### config.mk
export PLATFORM = sky130hd
export DESIGN_NAME = power_mode_clock_tree
export DESIGN_NICKNAME = d
export VERILOG_FILES = /design/src/rtl/pm_clk_pkg.sv /design/src/rtl/clk_div_if.sv /design/src/rtl/power_mode_clock_tree.sv /design/src/rtl/clk_divider.sv
export VERILOG_INCLUDE_DIRS = /design/src /design/src/rtl
export SDC_FILE = /design/constraint.sdc
export NUM_CORES = 1
export LEC_CHECK = 0
export BUFFER_PORTS_ARGS = -buffer_cell sky130_fd_sc_hd__buf_2
export CAP_MARGIN = 40
export CORE_MARGIN = 2
export CORE_UTILIZATION = 45
export DETAILED_ROUTE_END_ITERATION = 6
export PLACE_DENSITY = 0.63
export SYNTH_ARGS = -nofsm -noshare
export SYNTH_HDL_FRONTEND = slang
export SYNTH_SLANG_ARGS = --single-unit
export TNS_END_PERCENT = 1
### constraint.sdc
create_clock -name i_clk -period 3.7 [get_ports i_clk]
set_input_delay 0.555 -clock i_clk [delete_from_list [all_inputs] [get_ports i_clk]]
set_output_delay 0.555 -clock i_clk [all_outputs]
set_load 0.005 [all_outputs]
### src/rtl/pm_clk_consts.svh
/*
  Named constants of the power-mode clock tree: register offsets, field
  positions, reset values and fixed divider ratios.
  Assumes it is included by its bare name after the package is compiled.
*/
`ifndef PM_CLK_CONSTS_SVH
`define PM_CLK_CONSTS_SVH

// register offsets on the plain register port
`define ADDR_DIV 8'h00
`define ADDR_WMASK 8'h04
`define ADDR_STAT 8'h08
`define ADDR_COUNT 8'h0C
`define ADDR_RTC 8'h10

// divider control register: three 2-bit ratio codes
`define DIV_FLD_W 2
`define DIV_IBUS_LSB 0
`define DIV_PERI_LSB 2
`define DIV_EXP_LSB 4
`define DIV_RST 6'h01

// status register fields
`define ST_MODE_LSB 0
`define ST_LOCK_BIT 3
`define ST_LOST_BIT 4
`define ST_PDIV_LSB 8

// divider ratios, counted in source edges per output half period
`define RATIO_1 8'h01
`define RATIO_2 8'h02
`define RATIO_3 8'h03
`define CORE_BUS_DIV 8'h04

// level a stopped clock rests at
`define CLK_IDLE 1'b1

// divider channel indices
`define CH_PIPE 0
`define CH_IBUS 1
`define CH_CORE 2
`define CH_PERI 3
`define CH_EXP 4
`define CH_SDR 5
`define CH_NUM 6

`endif

### src/rtl/pm_clk_pkg.sv
/*
  Types shared by the power-mode clock tree and its divider channels.
  Assumes nothing beyond a SystemVerilog compiler.
*/
package pm_clk_pkg;
  // power modes, gray coded along full -> standby -> suspend -> hibernate -> relock
  typedef enum logic [2:0] {
    st_full = 3'h0,
    st_standby = 3'h1,
    st_suspend = 3'h3,
    st_hibernate = 3'h2,
    st_relock = 3'h6
  } pm_mode_t;
  typedef logic [7:0] div_ratio_t;
endpackage

### src/rtl/clk_div_if.sv
/*
  Carrier between the clock tree and one divider channel.
  Assumes the clock tree drives source, run and ratio on i_clk.
*/
`timescale 1ns/1ps
interface clk_div_if;
  import pm_clk_pkg::*;
  logic src_edge;
  logic run;
  div_ratio_t ratio;
  logic clk;
  logic edge_p;
  logic rise_p;
  modport ctrl (output src_edge, run, ratio, input clk, edge_p, rise_p);
  modport div (input src_edge, run, ratio, output clk, edge_p, rise_p);
endinterface

### src/rtl/power_mode_clock_tree.sv
/*
  Power-mode controller and clock tree: derives the pipeline, internal
  bus, core bus, peripheral bus, expansion bus and sdram clocks, gates
  them by power mode and by bus activity, and holds a small register set.
  Assumes i_clk is the free-running reference standing for the pll output,
  core requests and access levels are on i_clk, pins and oscillators are not.
*/
// Added by the designer: strobed register access and the placing of the registers.
// Functional notes
// reset and default mode is fullspeed
// standby instruction holds pipeline clock high
// standby keeps all peripheral clocks running
// any interrupt leaves standby to fullspeed
// suspend holds pipeline, stops bus clocks
// suspend keeps register and cache contents
// power-on factor or masked irq leaves suspend
// hibernate holds clocks high, stops pll
// hibernate contents lost, software told
// power-on factor or masked irq leaves hibernate
// software self-refreshes dram before deep modes
// main oscillator sources core and peripheral clocks
// rtc oscillator clocks power manager timekeeping
// pipeline ratio chosen by three select pins
// core bus clock quarter rate, counts timer
// internal bus clock 1/1, 1/2, 1/3, default half
// peripheral clock divided, toggles only on access
// expansion clock divided, toggles only externally
// sdram clock at bus rate during accesses
// gate and re-ratio only at low phase
// hibernate wake waits for pll lock
`timescale 1ns/1ps
`include "pm_clk_consts.svh"
module power_mode_clock_tree #(
  parameter int IRQ_W = 16
) (
  // clock and reset
  input wire logic i_clk,
  input wire logic i_rst_n,
  // power instructions and interrupts from the core
  input wire logic i_standby_req,
  input wire logic i_suspend_req,
  input wire logic i_hibernate_req,
  input wire logic [IRQ_W-1:0] i_irq,
  // pins and oscillator side
  input wire logic [2:0] i_pll_ratio_select_pins,
  input wire logic i_power_on_factor,
  input wire logic i_rtc_osc_in,
  input wire logic i_pll_lock,
  // bus activity from the controllers
  input wire logic i_periph_access,
  input wire logic i_ext_access,
  input wire logic i_sdram_access,
  // register port
  input wire logic [7:0] i_reg_addr,
  input wire logic [31:0] i_reg_wdata,
  input wire logic i_reg_wr,
  input wire logic i_reg_rd,
  output logic [31:0] o_reg_rdata,
  // derived clocks
  output logic o_pipeline_clock,
  output logic o_internal_bus_clock,
  output logic o_core_bus_clock,
  output logic o_periph_bus_clock,
  output logic o_expansion_bus_clock,
  output logic o_sdram_clock_out,
  // power state
  output logic o_pll_enable,
  output pm_clk_pkg::pm_mode_t o_power_mode,
  output logic o_state_retained
);
  import pm_clk_pkg::*;

  pm_mode_t mode_q;
  logic [5:0] meta_q;
  logic [5:0] sync_q;
  logic rtc_last_q;
  logic [2:0] sel_s;
  logic pof_s;
  logic rtc_s;
  logic lock_s;
  logic [5:0] div_q;
  logic [IRQ_W-1:0] wmask_q;
  logic lost_q;
  logic [31:0] count_q;
  logic [31:0] rtc_count_q;
  logic [31:0] rdata_q;
  logic wake_deep;
  logic clk_on;
  div_ratio_t pipe_div;
  div_ratio_t ibus_div;
  logic [`CH_NUM-1:0] src_a;
  logic [`CH_NUM-1:0] run_a;
  div_ratio_t ratio_a [`CH_NUM];
  logic [`CH_NUM-1:0] clk_a;
  logic [`CH_NUM-1:0] edge_a;
  logic [`CH_NUM-1:0] rise_a;

  // pins and oscillator pass two flops; only the second stage is read
  always_ff @(posedge i_clk or negedge i_rst_n) begin
    if (!i_rst_n) begin
      meta_q <= 6'h00;
      sync_q <= 6'h00;
    end else begin
      meta_q <= {i_pll_ratio_select_pins, i_power_on_factor, i_rtc_osc_in, i_pll_lock};
      sync_q <= meta_q;
    end
  end
  assign sel_s = sync_q[5:3];
  assign pof_s = sync_q[2];
  assign rtc_s = sync_q[1];
  assign lock_s = sync_q[0];

  // deep modes wake on a power-on factor or an unmasked interrupt
  assign wake_deep = pof_s || (|(i_irq & wmask_q));

  // power mode sequencer
  always_ff @(posedge i_clk or negedge i_rst_n) begin
    if (!i_rst_n) begin
      mode_q <= st_full;
    end else begin
      case (mode_q)
        st_full: begin
          if (i_hibernate_req) begin
            mode_q <= st_hibernate;
          end else if (i_suspend_req) begin
            mode_q <= st_suspend;
          end else if (i_standby_req) begin
            mode_q <= st_standby;
          end
        end
        st_standby: begin
          if (|i_irq) begin
            mode_q <= st_full;
          end
        end
        st_suspend: begin
          if (wake_deep) begin
            mode_q <= st_full;
          end
        end
        st_hibernate: begin
          if (wake_deep) begin
            mode_q <= st_relock;
          end
        end
        st_relock: begin
          // every clock stays held until the restarted pll reports lock
          if (lock_s) begin
            mode_q <= st_full;
          end
        end
        default: begin
          mode_q <= st_full;
        end
      endcase
    end
  end

  // pll runs from the main oscillator in every mode but hibernate
  assign o_pll_enable = (mode_q != st_hibernate);
  // suspend keeps core state; hibernate and relock do not
  assign o_state_retained = (mode_q != st_hibernate) && (mode_q != st_relock);
  assign o_power_mode = mode_q;

  // peripheral side clocks live in fullspeed and standby alike
  assign clk_on = (mode_q == st_full) || (mode_q == st_standby);

  // pipeline half-period from the select pins, one to eight ref cycles
  assign pipe_div = div_ratio_t'({5'h00, sel_s}) + `RATIO_1;

  // internal bus ratio code: 0 is 1/1, 2 is 1/3, others 1/2
  always_comb begin
    case (div_q[`DIV_IBUS_LSB +: `DIV_FLD_W])
      2'h0: ibus_div = `RATIO_1;
      2'h2: ibus_div = `RATIO_3;
      default: ibus_div = `RATIO_2;
    endcase
  end

  // channel wiring; the internal bus counts ref edges directly so that
  // it keeps running while the pipeline clock is held in standby
  always_comb begin
    src_a[`CH_PIPE] = 1'b1;
    run_a[`CH_PIPE] = (mode_q == st_full);
    ratio_a[`CH_PIPE] = pipe_div;
    src_a[`CH_IBUS] = 1'b1;
    run_a[`CH_IBUS] = clk_on;
    ratio_a[`CH_IBUS] = div_ratio_t'(pipe_div * ibus_div);
    src_a[`CH_CORE] = edge_a[`CH_IBUS];
    run_a[`CH_CORE] = clk_on;
    ratio_a[`CH_CORE] = `CORE_BUS_DIV;
    src_a[`CH_PERI] = edge_a[`CH_IBUS];
    run_a[`CH_PERI] = clk_on && (i_periph_access || i_ext_access);
    ratio_a[`CH_PERI] = div_ratio_t'({6'h00, div_q[`DIV_PERI_LSB +: `DIV_FLD_W]}) + `RATIO_1;
    src_a[`CH_EXP] = edge_a[`CH_PERI];
    run_a[`CH_EXP] = clk_on && i_ext_access;
    ratio_a[`CH_EXP] = div_ratio_t'({6'h00, div_q[`DIV_EXP_LSB +: `DIV_FLD_W]}) + `RATIO_1;
    src_a[`CH_SDR] = edge_a[`CH_IBUS];
    run_a[`CH_SDR] = clk_on && i_sdram_access;
    ratio_a[`CH_SDR] = `RATIO_1;
  end

  // one divider per derived clock
  clk_div_if ch [`CH_NUM] ();
  for (genvar k = 0; k < `CH_NUM; k++) begin : g_ch
    assign ch[k].src_edge = src_a[k];
    assign ch[k].run = run_a[k];
    assign ch[k].ratio = ratio_a[k];
    assign clk_a[k] = ch[k].clk;
    assign edge_a[k] = ch[k].edge_p;
    assign rise_a[k] = ch[k].rise_p;
    clk_divider u_div (
      .i_clk(i_clk),
      .i_rst_n(i_rst_n),
      .d(ch[k])
    );
  end

  assign o_pipeline_clock = clk_a[`CH_PIPE];
  assign o_internal_bus_clock = clk_a[`CH_IBUS];
  assign o_core_bus_clock = clk_a[`CH_CORE];
  assign o_periph_bus_clock = clk_a[`CH_PERI];
  assign o_expansion_bus_clock = clk_a[`CH_EXP];
  assign o_sdram_clock_out = clk_a[`CH_SDR];

  // divider ratio codes; reset selects internal bus at half rate
  always_ff @(posedge i_clk or negedge i_rst_n) begin
    if (!i_rst_n) begin
      div_q <= `DIV_RST;
    end else if (i_reg_wr && (i_reg_addr == `ADDR_DIV)) begin
      div_q <= i_reg_wdata[5:0];
    end
  end

  // deep-mode wake mask, all interrupts blocked after reset
  always_ff @(posedge i_clk or negedge i_rst_n) begin
    if (!i_rst_n) begin
      wmask_q <= '0;
    end else if (i_reg_wr && (i_reg_addr == `ADDR_WMASK)) begin
      wmask_q <= i_reg_wdata[IRQ_W-1:0];
    end
  end

  // contents-lost flag: set on hibernate wake, write one to clear;
  // a set in the clearing cycle wins so a wake is never missed
  always_ff @(posedge i_clk or negedge i_rst_n) begin
    if (!i_rst_n) begin
      lost_q <= 1'b0;
    end else if ((mode_q == st_hibernate) && wake_deep) begin
      lost_q <= 1'b1;
    end else if (i_reg_wr && (i_reg_addr == `ADDR_STAT) && i_reg_wdata[`ST_LOST_BIT]) begin
      lost_q <= 1'b0;
    end
  end

  // timer count steps once per core bus clock rise; a write takes priority
  always_ff @(posedge i_clk or negedge i_rst_n) begin
    if (!i_rst_n) begin
      count_q <= 32'h0000_0000;
    end else if (i_reg_wr && (i_reg_addr == `ADDR_COUNT)) begin
      count_q <= i_reg_wdata;
    end else if (rise_a[`CH_CORE]) begin
      count_q <= count_q + 32'h0000_0001;
    end
  end

  // rtc oscillator keeps time in every mode, hibernate included
  always_ff @(posedge i_clk or negedge i_rst_n) begin
    if (!i_rst_n) begin
      rtc_last_q <= 1'b0;
      rtc_count_q <= 32'h0000_0000;
    end else begin
      rtc_last_q <= rtc_s;
      if (rtc_s && !rtc_last_q) begin
        rtc_count_q <= rtc_count_q + 32'h0000_0001;
      end
    end
  end

  // read data stand only in the cycle after the strobe, unmapped reads zero
  always_ff @(posedge i_clk or negedge i_rst_n) begin
    if (!i_rst_n) begin
      rdata_q <= 32'h0000_0000;
    end else if (i_reg_rd) begin
      case (i_reg_addr)
        `ADDR_DIV: rdata_q <= {26'h000_0000, div_q};
        `ADDR_WMASK: rdata_q <= 32'(wmask_q);
        `ADDR_STAT: rdata_q <= {16'h0000, ratio_a[`CH_PIPE], 3'h0, lost_q, lock_s, mode_q};
        `ADDR_COUNT: rdata_q <= count_q;
        `ADDR_RTC: rdata_q <= rtc_count_q;
        default: rdata_q <= 32'h0000_0000;
      endcase
    end else begin
      rdata_q <= 32'h0000_0000;
    end
  end
  assign o_reg_rdata = rdata_q;

  chk_standby_entry: assert property (@(posedge i_clk) disable iff (!i_rst_n)
    (mode_q == st_full && i_standby_req && !i_suspend_req && !i_hibernate_req)
      |=> (mode_q == st_standby)) else $error("standby request not taken");
  chk_pipe_stays_held: assert property (@(posedge i_clk) disable iff (!i_rst_n)
    (mode_q != st_full && o_pipeline_clock) |=> o_pipeline_clock)
    else $error("pipeline clock toggled outside fullspeed");
  chk_standby_bus_runs: assert property (@(posedge i_clk) disable iff (!i_rst_n)
    (mode_q == st_standby)[*2] |-> run_a[`CH_IBUS] && run_a[`CH_CORE])
    else $error("bus clocks stopped in standby");
  chk_standby_wake: assert property (@(posedge i_clk) disable iff (!i_rst_n)
    (mode_q == st_standby && |i_irq) |=> (mode_q == st_full))
    else $error("interrupt did not end standby");
  chk_suspend_bus_held: assert property (@(posedge i_clk) disable iff (!i_rst_n)
    (mode_q == st_suspend && o_internal_bus_clock) |=> o_internal_bus_clock)
    else $error("internal bus clock toggled in suspend");
  chk_deep_wake: assert property (@(posedge i_clk) disable iff (!i_rst_n)
    (mode_q == st_suspend && wake_deep) |=> (mode_q == st_full))
    else $error("wake factor did not end suspend");
  chk_pll_off: assert property (@(posedge i_clk) disable iff (!i_rst_n)
    (i_hibernate_req && mode_q == st_full) |=> !o_pll_enable ##0 !o_state_retained)
    else $error("pll still enabled in hibernate");
  chk_relock_wait: assert property (@(posedge i_clk) disable iff (!i_rst_n)
    (mode_q == st_relock && !lock_s) |=> (mode_q == st_relock) && o_pll_enable)
    else $error("left relock before pll lock");
  chk_timer_step: assert property (@(posedge i_clk) disable iff (!i_rst_n)
    (rise_a[`CH_CORE] && !(i_reg_wr && i_reg_addr == `ADDR_COUNT))
      |=> (count_q == $past(count_q) + 32'h0000_0001)) else $error("timer count missed a step");
  chk_periph_idle: assert property (@(posedge i_clk) disable iff (!i_rst_n)
    (!i_periph_access && !i_ext_access && o_periph_bus_clock) |=> o_periph_bus_clock)
    else $error("peripheral clock toggled without access");
endmodule

### src/rtl/clk_divider.sv
/*
  One glitch-free clock divider channel: toggles its output every ratio
  source edges, rests high when stopped, takes a new ratio only at the
  start of a low phase.
  Assumes source edges are one-cycle pulses on i_clk and ratio is nonzero.
*/
`timescale 1ns/1ps
`include "pm_clk_consts.svh"
module clk_divider (
  // clock and reset
  input wire logic i_clk,
  input wire logic i_rst_n,
  // channel carrier
  clk_div_if.div d
);
  import pm_clk_pkg::*;

  div_ratio_t cnt_q;
  div_ratio_t ratio_q;
  logic q_q;
  logic edge_q;
  logic rise_q;
  logic hit;
  logic flip;

  // a half period ends on the ratio-th source edge
  assign hit = d.src_edge && (cnt_q >= ratio_q - `RATIO_1);
  // a stopped clock may still finish its low phase, never start one
  assign flip = hit && (d.run || !q_q);

  // half-period counter
  always_ff @(posedge i_clk or negedge i_rst_n) begin
    if (!i_rst_n) begin
      cnt_q <= 8'h00;
    end else if (hit) begin
      cnt_q <= 8'h00;
    end else if (d.src_edge) begin
      cnt_q <= cnt_q + `RATIO_1;
    end
  end

  // output level, rests high while stopped
  always_ff @(posedge i_clk or negedge i_rst_n) begin
    if (!i_rst_n) begin
      q_q <= `CLK_IDLE;
    end else if (flip) begin
      q_q <= !q_q;
    end
  end

  // ratio is latched as the low phase begins, so no half period is cut
  always_ff @(posedge i_clk or negedge i_rst_n) begin
    if (!i_rst_n) begin
      ratio_q <= `RATIO_1;
    end else if (flip && q_q) begin
      ratio_q <= (d.ratio == 8'h00) ? `RATIO_1 : d.ratio;
    end
  end

  // half-period ticks for downstream channels; they go on while this
  // channel rests, so a child caught low still finishes its low phase
  always_ff @(posedge i_clk or negedge i_rst_n) begin
    if (!i_rst_n) begin
      edge_q <= 1'b0;
      rise_q <= 1'b0;
    end else begin
      edge_q <= hit;
      rise_q <= flip && !q_q;
    end
  end

  assign d.clk = q_q;
  assign d.edge_p = edge_q;
  assign d.rise_p = rise_q;

  chk_hold_stopped_high: assert property (@(posedge i_clk) disable iff (!i_rst_n)
    (!d.run && q_q) |=> q_q) else $error("stopped clock left its high rest level");
  chk_ratio_low_phase: assert property (@(posedge i_clk) disable iff (!i_rst_n)
    $changed(ratio_q) |-> (!q_q && $past(q_q))) else $error("ratio changed outside low phase start");
  chk_edge_marks_flip: assert property (@(posedge i_clk) disable iff (!i_rst_n)
    $changed(q_q) |-> (edge_q && (rise_q == q_q))) else $error("edge marker missing on toggle");
endmodule

; ---- After elaboration in Yosys (flattened, before gate mapping)
; Index checks and enable logic that the tools add are counted.
[totals]
reg_bits = 226
inputBits = 72
out_inout_bits = 43
wordCells = 158
[classes]
addsub = 16
n_mul = 1
order_cmp = 6
eq_ne = 16
n_mux = 29
bitwise_logic = 1
reduce_logical = 59
[op_table]
columns = cell, count
row1 = $pmux W32 S5, 1
row2 = $mux W32, 3
row3 = $mux W8, 11
row4 = $add A32 B1 Y32 const B, 2
row5 = $add A8 B1 Y8 const B, 6
row6 = $ge A8 B8 Y1, 5
row7 = $logic_not A8 Y1, 5
row8 = $reduce_or A16 Y1, 2
row9 = $sub A8 B1 Y8 const B, 4
row10 = $logic_and A1 B1 Y1, 27
row11 = $mux W3, 9
row12 = $and A16 B16 Y16, 1
row13 = $eq A8 B4 Y1 const B, 2
row14 = $pmux W3 S5, 1
row15 = $reduce_bool A2 Y1, 6
row16 = $logic_or A1 B1 Y1, 9
row17 = $eq A8 B3 Y1 const B, 1
row18 = $eq A8 B5 Y1 const B, 1
row19 = $ge A8 B1 Y1 const B, 1
row20 = $mul A4 B8 Y8, 1
row21 = $ne A2 B2 Y1 const B, 4
row22 = $logic_not A1 Y1, 7
row23 = $add A2 B1 Y3 const B, 2
row24 = $eq A3 B2 Y1 const B, 2
row25 = 14 further kinds, 15

; ---- Logic depth before layout (Yosys ltp)
[logic_depth]
depth_word = 6
depth_mapped = 12
mapped_depth_nobuf = 11

; ---- Hierarchy
; From an unflattened synthesis, not the netlist that was laid out.
[hier_totals]
cells_unflattened = 1249
hier_area_um2 = 13208.9
[by_module_without_submodules]
columns = module, instances, cells_each, area_per_inst_um2, seq_area_each_um2
row1 = power_mode_clock_tree, 1, 622, 6421.2, 3379.5
row2 = clk_divider at g_ch[0].u_div ..., 5, 103, 1127.3, 478.0
row3 = clk_divider at g_ch[5].u_div, 1, 112, 1151.1, 478.0

; ---- Worst setup path after synthesis
; OpenSTA, ideal clock, no wires.
[synth_path]
kind = flip-flop to flip-flop
start = register g_ch[3].u_div.ratio_q[0]
end = register g_ch[3].u_div.ratio_q[1]
setup_time_ns = 0.125
t_arrival_ns = 2.506
t_required_ns = 3.575
setup_slack_ns = 1.070
stages_incl_launch_ff = 12
n_path_buf = 1
period_less_slack_ns = 2.630
cell_sequence = dfstp_2 inv_1 ha_1 ha_1 ha_1 o21a_1 o21ai_0 o21bai_1 a41o_1 and3_1 clkbuf_1 mux2_2
[synth_via]
elab_chain_len = 5
[synth_rtl]
columns = item, line_no
row1 = "start, declared", clk_divider.sv:19  ; div_ratio_t ratio_q;
row2 = "start signal, assigned", clk_divider.sv:54  ; ratio_q <= `RATIO_1;
row3 = "start signal, assigned", clk_divider.sv:56  ; ratio_q <= (d.ratio == 8'h00) ? `RATIO_1 : d.ratio;
row4 = $sub A8 B1 Y8 (no source line), n/a
row5 = $ge A8 B8 Y1 (no source line), n/a
row6 = $logic_and A1 B1 Y1, clk_divider.sv:27  ; assign hit = d.src_edge && (cnt_q >= ratio_q - `RATIO_1);
row7 = $logic_and A1 B1 Y1, clk_divider.sv:29  ; assign flip = hit && (d.run || !q_q);
row8 = $logic_and A1 B1 Y1, clk_divider.sv:55  ; end else if (flip && q_q) begin
; Every way passes these cells.
; A chain may end at the register's enable or synchronous reset.

; ---- Worst setup path after layout
[layout_path]
start = register g_ch[3].u_div.ratio_q[0]
end = register g_ch[3].u_div.cnt_q[3]
[layout_via]
elab_chain_len = 4
word_cells_on_any_way = 5
cone_classes = add/sub (1) / order compare (1) / mux (1) / reduce/logical (2)
[layout_rtl]
columns = item, line_no
row1 = $sub A8 B1 Y8 (no source line) *, n/a
row2 = $ge A8 B8 Y1 (no source line) *, n/a
row3 = $logic_and A1 B1 Y1 *, clk_divider.sv:27
row4 = $mux W8 / $reduce_bool A2 Y1 (equally long branches), n/a
row5 = "end signal, assigned", clk_divider.sv:38  ; cnt_q <= cnt_q + `RATIO_1;
row6 = "end, declared", clk_divider.sv:18  ; div_ratio_t cnt_q;
; Every way passes the cells marked *; elsewhere a longest branch is shown, timed or not.

==> flow_summary.toml <==
[routing]
maxUsedRoutingLayer = "met4"
m1WireLength_mm = 11.5
drt_pass1_iterations = 5
via_per_inst = 5.48
drc = 0
routed-via-count = 7675
met2_wirelength_mm = 10.5
drt-wirelength-per-cell_um = 16.9
drtAntennaViolNets = 0
detail_route.wirelength_mm = 23.7
dr_wl_met3_mm = 1.24
drt_first_iter_violations = 480

[clocking]
ctsRootBufferMaster = "sky130_fd_sc_hd__clkbuf_16"
ctsResizeCount = 0
numClockSinks = 202
cts_post_setup_buffers_inserted = 0
cts_buffers = 23
clk_latency_ns = 0.51
holdBufCountCts = 0
tritoncts = "built"
clk_transition_reported_paths_ns = 0.06
clockBufferDepth = 3
htreeDepth = 1

[synthesis]
syn-instance-count = 981
asyncSetResetFlopFracSynth = 1.00
yosys_most_used_dff = "sky130_fd_sc_hd__dfrtp_1"
synth_sequential_area_ratio = 0.493
ys_ff_latch = 202
yosysWarnings = 0
postSynthNetCount = 1115
netlist-cell-type-count = 56
synth.avg_cell_area_um2 = 10.5
synth_edf_count = 0
synth.cell_area_um2 = 10300

[timing]
final_max_slew_viol_count = 0
setup_tns_ns = 0
clock-skew-final_ns = 0.0111
grt_setup_unrepaired = "false"
max_slew_margin = 0.473
min_period_over_period = 0.747
timing.final.setup_violations = 0
fin_crit_ns = 2.76
timing_hold_violations_final = 0
clock.fmax_mhz = 362
worst_pin_slew_ns = 0.791

[floorplanning]
dieArea_um2 = 24100
start_util = 0.457
placement_rows = 55
placeable_area_um2 = 22500
floorplan.io_pins = 115
fp.dieW_um = 155
chipHeight_um = 155

[status]
outcome = "completed"

[global_route]
grt_start_max_net_pins = 96
grt_pass1_vias = 7446
total_routing_resource_utilization_after_global_routing = 0.201
grt_pass1_wl_mm = 39.0
grt-ovfl-total = 0
grt_antenna_before_repair = 0

[worst_setup_path]
critical_path.startpoint_type = "register"
crit_required_ns = 4.12
cp_max_fo = 9
crit_path_end_kind = "register"
worstPathArrival_ns = 3.18
cp_class = "register to register"

[placed_design]
dpl.hpwl_mm = 17.3
gp_congestion = 0.809
place.detailed.instances = 1360
placement.io_buffers = 114

[finish]
area_delta_synth_final_pct = 16.9
instances_no_fill = 1401
filler_cell_count = 2007
num-nets-final = 1234
number_of_antenna_repair_diodes = 0
register_area_um2 = 5070
fraction_of_layout_instances_using_a_drive_strength_above_1 = 0.208
combined_area_of_the_multi_input_logic_cells_um2 = 4920

[pwr]
power.static_leakage_nw = 5.62
power_density_nw_per_um2 = 442
max-vdd-ir-drop_v = 0.000346

[hold_path]
holdCritPathClass = "input port to asynchronous set/reset pin"

[flow_run]
maxCapViolations = 0
## sequential cells by signal, indices dropped and copies added, names as in the netlist
register / cells
meta_q: 6
lost_q: 1
g_ch.u_div.d.rise_p: 1
g_ch.u_div.cnt_q: 40
g_ch.u_div.ratio_q: 18
g_ch.u_div.d.clk: 6
sync_q: 6
count_q: 32
wmask_q: 16
div_q: 6
rtc_last_q: 1
o_reg_rdata: 32
rtc_count_q: 32
g_ch.u_div.d.edge_p: 2
o_power_mode: 3
## per-layer routing
layer,GRT usage,vias to the layer above
met4,0.0467,0
met1,0.299,3764
met3,0.0306,30
met2,0.310,186
met5,0,-
li1,-,3695
## Yosys cell counts (10+ instances only)
cell	number	area [um^2]
sky130_fd_sc_hd__a21oi_1	16	80.1
sky130_fd_sc_hd__a222oi_1	14	140
sky130_fd_sc_hd__a22oi_1	24	180
sky130_fd_sc_hd__and3_1	20	125
sky130_fd_sc_hd__buf_2	11	55.1
sky130_fd_sc_hd__clkbuf_1	18	67.6
sky130_fd_sc_hd__dfrtp_1	190	4750
sky130_fd_sc_hd__dfstp_2	12	315
sky130_fd_sc_hd__ha_1	61	763
sky130_fd_sc_hd__inv_1	36	135
sky130_fd_sc_hd__mux2_2	28	315
sky130_fd_sc_hd__mux2_4	10	150
sky130_fd_sc_hd__mux2i_1	13	130
sky130_fd_sc_hd__nand2_1	96	360
sky130_fd_sc_hd__nand2b_1	11	68.8
sky130_fd_sc_hd__nand3_1	49	245
sky130_fd_sc_hd__nand4_1	25	156
sky130_fd_sc_hd__nor2_1	95	357
sky130_fd_sc_hd__nor3_1	13	65.1
sky130_fd_sc_hd__o21ai_0	53	265
sky130_fd_sc_hd__xnor2_1	47	412
sky130_fd_sc_hd__xor2_1	46	403
## path summary, 6_finish.rpt
kind	to	cells after the start	startpoint	slack, ns
setup / recovery	g_ch[3].u_div.cnt_q[3]$_DFFE_PN0P_	9	g_ch[3].u_div.ratio_q[0]$_DFFE_PN1P_	0.94
hold / removal	g_ch[2].u_div.cnt_q[7]$_DFFE_PN0P_	1	i_rst_n	0.1
setup reg to reg	g_ch[3].u_div.cnt_q[3]$_DFFE_PN0P_	9	g_ch[3].u_div.ratio_q[0]$_DFFE_PN1P_	0.94
hold reg to reg	sync_q[3]$_DFF_PN0_	0	meta_q[3]$_DFF_PN0_	0.35
max in group asynchronous	div_q[0]$_DFFE_PN1P_	2	i_rst_n	2.66
min in group i_clk	meta_q[5]$_DFF_PN0_	1	i_pll_ratio_select_pins[2]	0.15
## power breakdown
group | internal (W) | switching, W | leakage [nW]
clock network | 0.00154 | 0.000919 | 0.398
registers | 0.00230 | 0.000129 | 2.55
logic | 0.000184 | 0.000242 | 2.67
## cells by family after synthesis
logic type,share of synthesized area
buffers and inverters,0.0286
and+or+nand+nor,0.172
xor gates and xnor gates,0.0792
DFF,0.493
adders and majority gates,0.0762
AOI/OAI and AO/OA,0.0929
muxes,0.0579
## cells in the final DEF, fill, tap and decap left out, types with 3 or more instances in the layout
master and count:
sky130_fd_sc_hd__mux2i_1 13, sky130_fd_sc_hd__a211o_1 3, sky130_fd_sc_hd__dfstp_2 12, sky130_fd_sc_hd__xnor2_1 47, sky130_fd_sc_hd__and4_1 7, sky130_fd_sc_hd__o21a_1 7
sky130_fd_sc_hd__a21o_1 4, sky130_fd_sc_hd__nor4_1 7, sky130_fd_sc_hd__clkbuf_16 23, sky130_fd_sc_hd__nor3_4 3, sky130_fd_sc_hd__a211oi_1 4, sky130_fd_sc_hd__nand2_1 96
sky130_fd_sc_hd__a21oi_1 16, sky130_fd_sc_hd__nor2b_1 6, sky130_fd_sc_hd__clkinvlp_4 3, sky130_fd_sc_hd__a31oi_1 3, sky130_fd_sc_hd__buf_2 113, sky130_fd_sc_hd__nand3_1 49
sky130_fd_sc_hd__nand4_1 25, sky130_fd_sc_hd__clkbuf_8 7, sky130_fd_sc_hd__or2_2 5, sky130_fd_sc_hd__o21ai_1 3, sky130_fd_sc_hd__dfrtp_1 190, sky130_fd_sc_hd__o21ai_0 53
sky130_fd_sc_hd__xor2_1 46, sky130_fd_sc_hd__nor3_1 13, sky130_fd_sc_hd__and3_1 20, sky130_fd_sc_hd__bufinv_16 4, sky130_fd_sc_hd__nand2b_1 11, sky130_fd_sc_hd__ha_1 61
sky130_fd_sc_hd__a22oi_1 24, sky130_fd_sc_hd__mux2_2 28, sky130_fd_sc_hd__and2_1 7, sky130_fd_sc_hd__buf_4 12, sky130_fd_sc_hd__o2bb2ai_1 4, sky130_fd_sc_hd__mux2_4 10
sky130_fd_sc_hd__inv_1 36, sky130_fd_sc_hd__a222oi_1 14, sky130_fd_sc_hd__nor2_1 95
## through the flow
| step | power (W) | worst slack (ns) | utilization | area, um^2 | hold slack [ns] |
|---|---|---|---|---|---|
| 6_report | 0.00532 | 0.935 | 0.534 | 12000 | 0.0963 |
| 5_1_grt | 0.00552 | 0.631 | 0.534 | 12000 | 0.130 |
| 3_3_place_gp | 0.00289 | 0.888 | 0.496 | 11200 | 0.333 |
| 2_1_floorplan | 0.00266 | 1.07 | - | 10300 | 0.259 |
| 3_5_place_dp | 0.00290 | 0.836 | 0.497 | 11200 | 0.335 |
| 4_1_cts | 0.00538 | 0.906 | 0.534 | 12000 | 0.136 |
## final cells by class
| cell class | instances | share of cell area |
|---|---|---|
| Clock buffer | 31 | 0.0554 |
| Clock inverter | 10 | 0.0137 |
| Inverter | 36 | 0.0112 |
| Multi-Input combinational cell | 709 | 0.409 |
| Sequential cell | 202 | 0.422 |
| Tap cell | 285 | 0.0297 |
| Timing Repair Buffer | 128 | 0.0586 |
## worst max-delay path, stage by stage (launching register included)
cell                        delay [ns]
sky130_fd_sc_hd__dfstp_2          0.51
sky130_fd_sc_hd__inv_1            0.07
sky130_fd_sc_hd__ha_1             0.21
sky130_fd_sc_hd__ha_1             0.28
sky130_fd_sc_hd__ha_1             0.19
sky130_fd_sc_hd__a2111oi_0        0.34
sky130_fd_sc_hd__o21bai_1         0.12
sky130_fd_sc_hd__a41o_1           0.34
sky130_fd_sc_hd__or4b_1           0.52
sky130_fd_sc_hd__o221ai_1         0.08
Note: power is estimated with default switching activity, not from simulation.
